<file path="src/core/acfg_defines.svh">
// Register map, field positions, reset values and timing counts for the setup/filter config
// Overview of operation
// - Negative reference buffer bit: 0 bypasses the buffer, 1 turns it on.
// - Reference select 00/01 external pairs, 10 internal ref, 11 supply pair.
// - Gain code sets amplifier gain to two to the code, 1 to 128.
// - Bypass bit set forces gain 1 and ignores the gain code.
// - Settling wait is 32 master clocks doubled per code step, up to 4096.
// - Settling wait follows a channel change only, never a repeated conversion.
// - Repeat value N converts the channel N+1 times; zero gives one conversion.
// - Repeat count is ignored under duty cycling or any calibration mode.
// - Filter code picks sinc4, sinc4 avg, sinc3 (reset 2) or sinc3 variants; 9-15 reserved.
// - Filter code 0011 adds a notch at 6/5 of the main notch.
// - Codes 0101-1000 use a post filter with a fixed output rate each.
// - Eleven-bit rate divider resets to 0x30; written zero acts as one.
// - Eight filter words at indices 0x21-0x28, picked by the channel's setup slot.
// - Negative buffer bit is bit 3; reference, gain and bypass sit in bits 5-0.
// - Eight sixteen-bit setup words at indices 0x19-0x20, reset 0x0000.
`ifndef ACFG_DEFINES_SVH
`define ACFG_DEFINES_SVH

`define ACFG_NUM_SETUPS 8
`define ACFG_IDX_W 10
`define ACFG_CFG_IDX0 10'h019
`define ACFG_CFG_IDX7 10'h020
`define ACFG_FLT_IDX0 10'h021
`define ACFG_FLT_IDX7 10'h028
`define ACFG_CTRL_IDX 10'h040
`define ACFG_STAT_IDX 10'h041

`define ACFG_CFG_RESET 16'h0000
`define ACFG_FLT_RESET 24'h002030
`define ACFG_CTRL_RESET 2'h0

`define ACFG_CFG_NEG_BUF_BIT 3
`define ACFG_FLT_RSVD_BIT 11
`define ACFG_CTRL_DUTY_BIT 0
`define ACFG_CTRL_CAL_BIT 1

`define ACFG_SETTLE_BASE 13'h0020
`define ACFG_PCLK_HZ 25000000
`define ACFG_MCLK_HZ 76800
`define ACFG_MCLK_DIV (`ACFG_PCLK_HZ / `ACFG_MCLK_HZ)

`endif

</file>
<file path="src/core/acfg_pkg.sv">
// Types shared by the setup/filter configuration block
package acfg_pkg;

  typedef enum logic [1:0] {
    ACFG_REF_EXT_A = 2'h0,
    ACFG_REF_EXT_B = 2'h1,
    ACFG_REF_INT = 2'h2,
    ACFG_REF_SUPPLY = 2'h3
  } acfg_ref_t;

  typedef enum logic [3:0] {
    ACFG_FLT_SINC4 = 4'h0,
    ACFG_FLT_SINC4_AVG = 4'h1,
    ACFG_FLT_SINC3 = 4'h2,
    ACFG_FLT_SINC3_REJ = 4'h3,
    ACFG_FLT_SINC3_AVG = 4'h4,
    ACFG_FLT_POST1 = 4'h5,
    ACFG_FLT_POST2 = 4'h6,
    ACFG_FLT_POST3 = 4'h7,
    ACFG_FLT_POST4 = 4'h8
  } acfg_fmode_t;

  typedef struct packed {
    logic [9:0] other;
    acfg_ref_t ref_sel;
    logic [2:0] amp_gain_code;
    logic amp_bypass;
  } acfg_setup_t;

  typedef struct packed {
    logic [2:0] settle_wait_code;
    logic [4:0] repeat_count;
    logic [3:0] mode;
    logic rsvd;
    logic [10:0] rate_divider;
  } acfg_filter_t;

  typedef struct packed {
    logic neg_ref_buffer_on;
    acfg_ref_t ref_sel;
    logic [2:0] amp_gain_code;
    logic [7:0] gain_factor;
    acfg_fmode_t filter_mode;
    logic mode_reserved;
    logic sixty_hz_notch;
    logic fixed_output_rate;
    logic [10:0] rate_divider;
  } acfg_active_t;

  typedef enum logic [2:0] {
    ACFG_ST_IDLE = 3'b001,
    ACFG_ST_SETTLE = 3'b010,
    ACFG_ST_CONVERT = 3'b100
  } acfg_state_t;

endpackage : acfg_pkg

</file>
<file path="src/core/acfg_top.sv">
// Setup and filter configuration registers with APB slave and channel sequencing
//
// The APB slave port is this design's own decision.
`timescale 1ns/1ps
`include "acfg_defines.svh"
module acfg_top #(
  parameter int MCLK_DIV = `ACFG_MCLK_DIV
) (
  input wire logic pclk,
  input wire logic presetn,
  input wire logic psel,
  input wire logic penable,
  input wire logic pwrite,
  input wire logic [11:0] paddr,
  input wire logic [31:0] pwdata,
  output logic [31:0] prdata,
  output logic pready,
  output logic pslverr,
  input wire logic chan_change,
  input wire logic [2:0] setup_sel,
  input wire logic conv_done,
  output logic conv_start,
  output logic chan_advance,
  output acfg_pkg::acfg_active_t active
);

  logic [15:0] cfg_q [`ACFG_NUM_SETUPS];
  logic [23:0] flt_q [`ACFG_NUM_SETUPS];
  logic [1:0] ctrl_q;
  logic [15:0] div_q;
  logic mclk_en_q;
  acfg_pkg::acfg_state_t state_q;
  logic [2:0] slot_q;
  logic [4:0] rep_left_q;
  logic settle_start_q;
  logic settle_done;
  logic [`ACFG_IDX_W-1:0] idx;
  logic wr_access;
  logic [31:0] rd_word;
  logic rd_hit;
  logic repeat_off;
  acfg_pkg::acfg_setup_t sel_cfg;
  acfg_pkg::acfg_filter_t sel_flt;
  acfg_pkg::acfg_filter_t slot_flt;

  assign idx = paddr[11:2];
  assign wr_access = psel && penable && pwrite && pready;
  assign repeat_off = ctrl_q[`ACFG_CTRL_DUTY_BIT] || ctrl_q[`ACFG_CTRL_CAL_BIT];

  // Register read mux; printed offsets are word indices, byte address is four times that
  always_comb begin
    rd_word = 32'h00000000;
    rd_hit = 1'b0;
    if (idx >= `ACFG_CFG_IDX0 && idx <= `ACFG_CFG_IDX7) begin
      rd_hit = 1'b1;
      rd_word = {16'h0000, cfg_q[3'(idx - `ACFG_CFG_IDX0)]};
    end else if (idx >= `ACFG_FLT_IDX0 && idx <= `ACFG_FLT_IDX7) begin
      rd_hit = 1'b1;
      rd_word = {8'h00, flt_q[3'(idx - `ACFG_FLT_IDX0)]};
    end else if (idx == `ACFG_CTRL_IDX) begin
      rd_hit = 1'b1;
      rd_word = {30'h00000000, ctrl_q};
    end else if (idx == `ACFG_STAT_IDX) begin
      rd_hit = 1'b1;
      rd_word = {19'h00000, rep_left_q, 1'b0, slot_q, 1'b0, state_q};
    end
  end

  // No wait state: answer registered in setup, pready high in the first access cycle
  always_ff @(posedge pclk or negedge presetn) begin
    if (!presetn) begin
      pready <= 1'b0;
      pslverr <= 1'b0;
      prdata <= 32'h00000000;
    end else if (psel && !penable) begin
      pready <= 1'b1;
      pslverr <= !rd_hit;
      prdata <= (!pwrite && rd_hit) ? rd_word : 32'h00000000;
    end else begin
      pready <= 1'b0;
      pslverr <= 1'b0;
      prdata <= 32'h00000000;
    end
  end

  // Per-slot setup and filter words
  for (genvar g = 0; g < `ACFG_NUM_SETUPS; g++) begin : g_slot
    always_ff @(posedge pclk or negedge presetn) begin
      if (!presetn) begin
        cfg_q[g] <= `ACFG_CFG_RESET;
      end else if (wr_access && idx == `ACFG_CFG_IDX0 + `ACFG_IDX_W'(g)) begin
        cfg_q[g] <= pwdata[15:0];
      end
    end

    always_ff @(posedge pclk or negedge presetn) begin
      if (!presetn) begin
        flt_q[g] <= `ACFG_FLT_RESET;
      end else if (wr_access && idx == `ACFG_FLT_IDX0 + `ACFG_IDX_W'(g)) begin
        flt_q[g] <= pwdata[23:0] & ~(24'h000001 << `ACFG_FLT_RSVD_BIT);
      end
    end
  end

  always_ff @(posedge pclk or negedge presetn) begin
    if (!presetn) begin
      ctrl_q <= `ACFG_CTRL_RESET;
    end else if (wr_access && idx == `ACFG_CTRL_IDX) begin
      ctrl_q <= pwdata[1:0];
    end
  end

  // Master clock enable divided down from pclk
  always_ff @(posedge pclk or negedge presetn) begin
    if (!presetn) begin
      div_q <= 16'h0000;
      mclk_en_q <= 1'b0;
    end else if (div_q == 16'(MCLK_DIV - 1)) begin
      div_q <= 16'h0000;
      mclk_en_q <= 1'b1;
    end else begin
      div_q <= div_q + 16'h0001;
      mclk_en_q <= 1'b0;
    end
  end

  assign slot_flt = acfg_pkg::acfg_filter_t'(flt_q[setup_sel]);

  acfg_settle_timer u_settle (
    .pclk(pclk),
    .presetn(presetn),
    .mclk_en(mclk_en_q),
    .start(settle_start_q),
    .code(flt_q[slot_q][23:21]),
    .done(settle_done)
  );

  // Channel sequencing; a channel change always wins and restarts the wait
  always_ff @(posedge pclk or negedge presetn) begin
    if (!presetn) begin
      state_q <= acfg_pkg::ACFG_ST_IDLE;
      slot_q <= 3'h0;
      rep_left_q <= 5'h00;
      settle_start_q <= 1'b0;
      conv_start <= 1'b0;
      chan_advance <= 1'b0;
    end else begin
      settle_start_q <= 1'b0;
      conv_start <= 1'b0;
      chan_advance <= 1'b0;
      if (chan_change) begin
        slot_q <= setup_sel;
        settle_start_q <= 1'b1;
        rep_left_q <= repeat_off ? 5'h00 : slot_flt.repeat_count;
        state_q <= acfg_pkg::ACFG_ST_SETTLE;
      end else begin
        case (state_q)
          acfg_pkg::ACFG_ST_IDLE: begin
            state_q <= acfg_pkg::ACFG_ST_IDLE;
          end
          acfg_pkg::ACFG_ST_SETTLE: begin
            if (settle_done) begin
              conv_start <= 1'b1;
              state_q <= acfg_pkg::ACFG_ST_CONVERT;
            end
          end
          acfg_pkg::ACFG_ST_CONVERT: begin
            if (conv_done) begin
              if (rep_left_q != 5'h00 && !repeat_off) begin
                rep_left_q <= rep_left_q - 5'h01;
                conv_start <= 1'b1;
              end else begin
                rep_left_q <= 5'h00;
                chan_advance <= 1'b1;
                state_q <= acfg_pkg::ACFG_ST_IDLE;
              end
            end
          end
          default: begin
            state_q <= acfg_pkg::ACFG_ST_IDLE;
          end
        endcase
      end
    end
  end

  assign sel_cfg = acfg_pkg::acfg_setup_t'(cfg_q[slot_q]);
  assign sel_flt = acfg_pkg::acfg_filter_t'(flt_q[slot_q]);

  // Decoded settings of the active slot, registered so the analog side sees clean levels
  always_ff @(posedge pclk or negedge presetn) begin
    if (!presetn) begin
      active <= '0;
    end else begin
      active.neg_ref_buffer_on <= cfg_q[slot_q][`ACFG_CFG_NEG_BUF_BIT];
      active.ref_sel <= sel_cfg.ref_sel;
      active.amp_gain_code <= sel_cfg.amp_bypass ? 3'h0 : sel_cfg.amp_gain_code;
      active.gain_factor <= sel_cfg.amp_bypass ? 8'h01 : 8'(8'h01 << sel_cfg.amp_gain_code);
      active.filter_mode <= acfg_pkg::acfg_fmode_t'(sel_flt.mode);
      active.mode_reserved <= sel_flt.mode > acfg_pkg::ACFG_FLT_POST4;
      active.sixty_hz_notch <= sel_flt.mode == acfg_pkg::ACFG_FLT_SINC3_REJ;
      active.fixed_output_rate <= sel_flt.mode >= acfg_pkg::ACFG_FLT_POST1 &&
                                  sel_flt.mode <= acfg_pkg::ACFG_FLT_POST4;
      // Zero divider would stall the decimator, so it runs as one
      active.rate_divider <= (sel_flt.rate_divider == 11'h000) ? 11'h001
                                                                : sel_flt.rate_divider;
    end
  end

endmodule : acfg_top

</file>
<file path="src/core/acfg_settle_timer.sv">
// Front-end settling wait counter in master clock ticks
`timescale 1ns/1ps
`include "acfg_defines.svh"
module acfg_settle_timer (
  input wire logic pclk,
  input wire logic presetn,
  input wire logic mclk_en,
  input wire logic start,
  input wire logic [2:0] code,
  output logic done
);

  logic [12:0] cnt_q;
  logic [12:0] target_q;
  logic run_q;

  // Target latched at start so a register write mid-wait cannot shorten it
  always_ff @(posedge pclk or negedge presetn) begin
    if (!presetn) begin
      cnt_q <= 13'h0000;
      target_q <= `ACFG_SETTLE_BASE;
      run_q <= 1'b0;
      done <= 1'b0;
    end else begin
      done <= 1'b0;
      if (start) begin
        cnt_q <= 13'h0000;
        target_q <= 13'(`ACFG_SETTLE_BASE << code);
        run_q <= 1'b1;
      end else if (run_q && mclk_en) begin
        if (cnt_q + 13'h0001 == target_q) begin
          run_q <= 1'b0;
          done <= 1'b1;
        end
        cnt_q <= cnt_q + 13'h0001;
      end
    end
  end

endmodule : acfg_settle_timer

</file>
<file path="config.mk">
export PLATFORM = sky130hd
export DESIGN_NAME = acfg_top
export DESIGN_NICKNAME = d
export VERILOG_FILES = /design/src/core/acfg_pkg.sv /design/src/core/acfg_top.sv /design/src/core/acfg_settle_timer.sv
export VERILOG_INCLUDE_DIRS = /design/src /design/src/core
export SDC_FILE = /design/constraint.sdc
export NUM_CORES = 1
export LEC_CHECK = 0
export ABC_AREA = 1
export BUFFER_PORTS_ARGS = -buffer_cell sky130_fd_sc_hd__buf_2
export CAP_MARGIN = 20
export CORE_MARGIN = 2
export CORE_UTILIZATION = 55
export DETAILED_ROUTE_END_ITERATION = 7
export HOLD_SLACK_MARGIN = 0.1
export PLACE_DENSITY = 0.75
export SETUP_SLACK_MARGIN = 0.02
export SLEW_MARGIN = 20
export SYNTH_ARGS = -nofsm -noshare
export SYNTH_HDL_FRONTEND = slang
export SYNTH_HIERARCHICAL = 1
export SYNTH_SLANG_ARGS = --single-unit
</file>
<file path="constraint.sdc">
create_clock -name pclk -period 3.9 [get_ports pclk]
set_input_delay 0.585 -clock pclk [delete_from_list [all_inputs] [get_ports pclk]]
set_output_delay 0.585 -clock pclk [all_outputs]
set_load 0.1 [all_outputs]
</file>
==> results.md <==
* Outcome: completed
* DRC viols at 0
* Core area at 39600 um^2
* Overall routing resource usage at 29.9%
* Post-CTS Resized at 0
* Synthesis-stage register bit count at roughly 430
* DRT Pass-1 Iters at 6
* Tightest Pin Transition at 1.04 ns
* Number of DRC markers in iteration 0 at approximately 2400
* Post-placement setup slack at 0.927 ns
* Fin worst setup slack at 1.21 ns
* Area after DPL at 22700 um^2
* Fin crit period at 2.69 ns
* Number of synthesized flops with an enable pin at 0
* Fmax at 0.371 GHz
* Arrival time of the worst setup path at ~3.2 ns
* ANT cells at 0
* Pwr/cell area at 435 nW/um^2
* GR Overflow Total at 0
* Post-synth ARST share at 100%
* Slew HR at 31.0%
* Die height at 204 um
* Htree depth at 2
* Routability cong. at 0.881
* Initial Util at approximately 56%
* Die width at 204 um
* Setup tns final at 0 ns
* Die area at 41700 um^2
* Worst skew pair latency at 0.58 ns
* Pin count of the biggest net entering global routing at 107
* CP max FO at 75
* Distinct cells, synth at just over 40
* Synth Cell Area at 22000 um^2
* Routed vias at 20000
* Final period utilization at 69.1%
* Share of layout cells above drive strength 1 at roughly a tenth
* First-pass GRT wire length at between 90000 and 100000 um
* # clock sinks at 426
* Syn_area_per_cell at 7.53 um^2
* Vias in the first global route at 18700
* RSZ-0062 raised after global routing: false
* Yosys top cell by area: dfrtp_1
* Clk slew on worst S/H paths at around 0.06 ns
* Finished Cell Area at 24200 um^2
* Clock Root Buffer: clkbuf_16
* Vias per cell at 5.72
* Port bufs at 103
* Count leader, synth: nand2_1
* Clock Path Buffers at 3
* Share of the synthesized area in the top cell type at between 40 and 50%
* Post-CTS Repair Setup Buffers at 0
* Post-synthesis sequential area ratio at 48.6%
* Final Hold Vio Count at 0
* HPWL Detailed at 37700 um
* Net count, final at 2992
* Max cap viols at 0
* Worst Setup End Kind: register
* CTS tree: done
* Initial antenna violation count at 0
* Detail Route Antenna Nets at 0
* Leakage at 11.2 nW
* CP Data Required Time at 4.35 ns
* Post-Synthesis Cells at 2925
* Pins Over Slew Limit at 0
* Syn-to-layout area delta at 10.1%
* CTS Buf Count at 47
* Worst vdd ir at 265 uV
* Synth top area cells: dfrtp_1 (45%), nand2_1 (15%), o21ai_0 (7.6%)
* Primary FF master, synth: dfrtp_1
* Cell Rows at 73
* Synth top cells by count: nand2_1 (890), dfrtp_1 (400), o21ai_0 (333)
* Clock Skew at 0.0181 ns
* Yosys warnings at 6
* Worst setup SP type: register
* Overall power at 10.5 mW
* WL final at 61900 um
* Wire per inst at 17.7 um
* HP Class: input port to register
* Setup violators final at 0
* Filler Cells Inserted at 3490
* Ports at 122
* CP Class: register to register
==> through the flow <==
| step | cells | utilization (%) | hold slack [ns] |
|---|---|---|---|
| global placement | 3403 | 57.3 | 0.458 |
| global route | 3489 | 61.1 | 0.187 |
| detailed placement | 3403 | 57.3 | 0.465 |
| CTS | 3489 | 61.1 | 0.179 |
| finish | 3489 | 61.1 | 0.194 |
| floorplan | 2932 | - | 0.289 |
==> what timing repair did <==
action	CTS	global route
hold buffers	1	0
endpoints found under the setup margin	0	0
endpoints found under the hold margin	61	0
==> registers in the layout, indices dropped and copies added, names as in the netlist, 2 cells and up <==
register           count
active                32
cfg_q                128
ctrl_q                 2
div_q                 16
flt_q                184
prdata                24
rep_left_q             5
slot_q                 3
state_q                3
u_settle/cnt_q        13
u_settle/target_q      8
==> placed cells by master (no fill, tap or decap), drive strengths merged <==
| cell type | n |
|---|---|
| nor4 | 2 |
| dfstp | 26 |
| a21oi | 112 |
| nor3b | 1 |
| a31oi | 8 |
| buf | 141 |
| clkinvlp | 2 |
| dlygate4sd3 | 1 |
| nor2 | 227 |
| o22ai | 18 |
| nand3 | 197 |
| ha | 10 |
| or2 | 11 |
| clkbuf | 74 |
| nand2 | 894 |
| o21bai | 1 |
| clkinv | 10 |
| dfrtp | 400 |
| o31ai | 8 |
| inv | 236 |
| xor2 | 12 |
| nor3 | 17 |
| o211ai | 48 |
| bufinv | 2 |
| nand4 | 15 |
| xnor2 | 1 |
| conb | 8 |
| o21ai | 482 |
==> layer usage <==
| layer | GRT usage [%] | share of wire, % |
|---|---|---|
| met1 | 42.9 | 43 |
| met2 | 45.9 | 44 |
| met3 | 5.21 | 9.4 |
| met4 | 9.99 | 3.2 |
| met5 | 0 | 0 |
==> path summary, 6_finish.rpt <==
path	depth (start not counted)	slack, ns	endpoint	start
setup / recovery	8	1.21	u_settle/target_q[7]	slot_q[0]
hold / removal	2	0.19	pready	penable
setup reg to reg	8	1.21	u_settle/target_q[7]	slot_q[0]
hold reg to reg	2	0.48	flt_q[100]	flt_q[100]
max in group asynchronous	3	2.34	div_q[8]	presetn
min in group asynchronous	2	0.60	active[18]	presetn
==> critical path: stages (launching register included) <==
cell and delay (ns):
dfrtp_4 0.56, buf_4 0.62, o21ai_0 0.17, o21ai_0 0.18
a21oi_1 0.06, a31oi_1 0.58, inv_1 0.14, nand2_1 0.12
o22ai_1 0.09
==> power by group <==
part           internal [mW]  switching [mW]
combinational          0.348            1.30
sequential              4.50          0.0367
clock                   2.57            1.79
==> final cells by class <==
cell class	instances	area (um^2)	share of cell area, %
Multi-Input combinational cell	2072	9550	39.4
Sequential cell	426	10700	44.1
Clock inverter	11	118	0.485
Inverter	239	897	3.70
Timing Repair Buffer	142	927	3.83
Clock buffer	74	1390	5.73
Tap cell	525	657	2.71
==> kinds of logic (layout without fill, tap and decap cells) <==
group / after synthesis / count (layout) / share of synthesized area (%)
xor gates and xnor gates: 13 / 13 / 0.551
other: 1 / 8 / 0.0170
AOI/OAI and AO/OA: 677 / 677 / 16.2
buffers and inverters: 434 / 466 / 8.30
and+or+nand+nor: 1364 / 1364 / 25.8
DFF: 426 / 426 / 48.6
adders and majority gates: 10 / 10 / 0.568
Power figures use the tool's default switching activity.
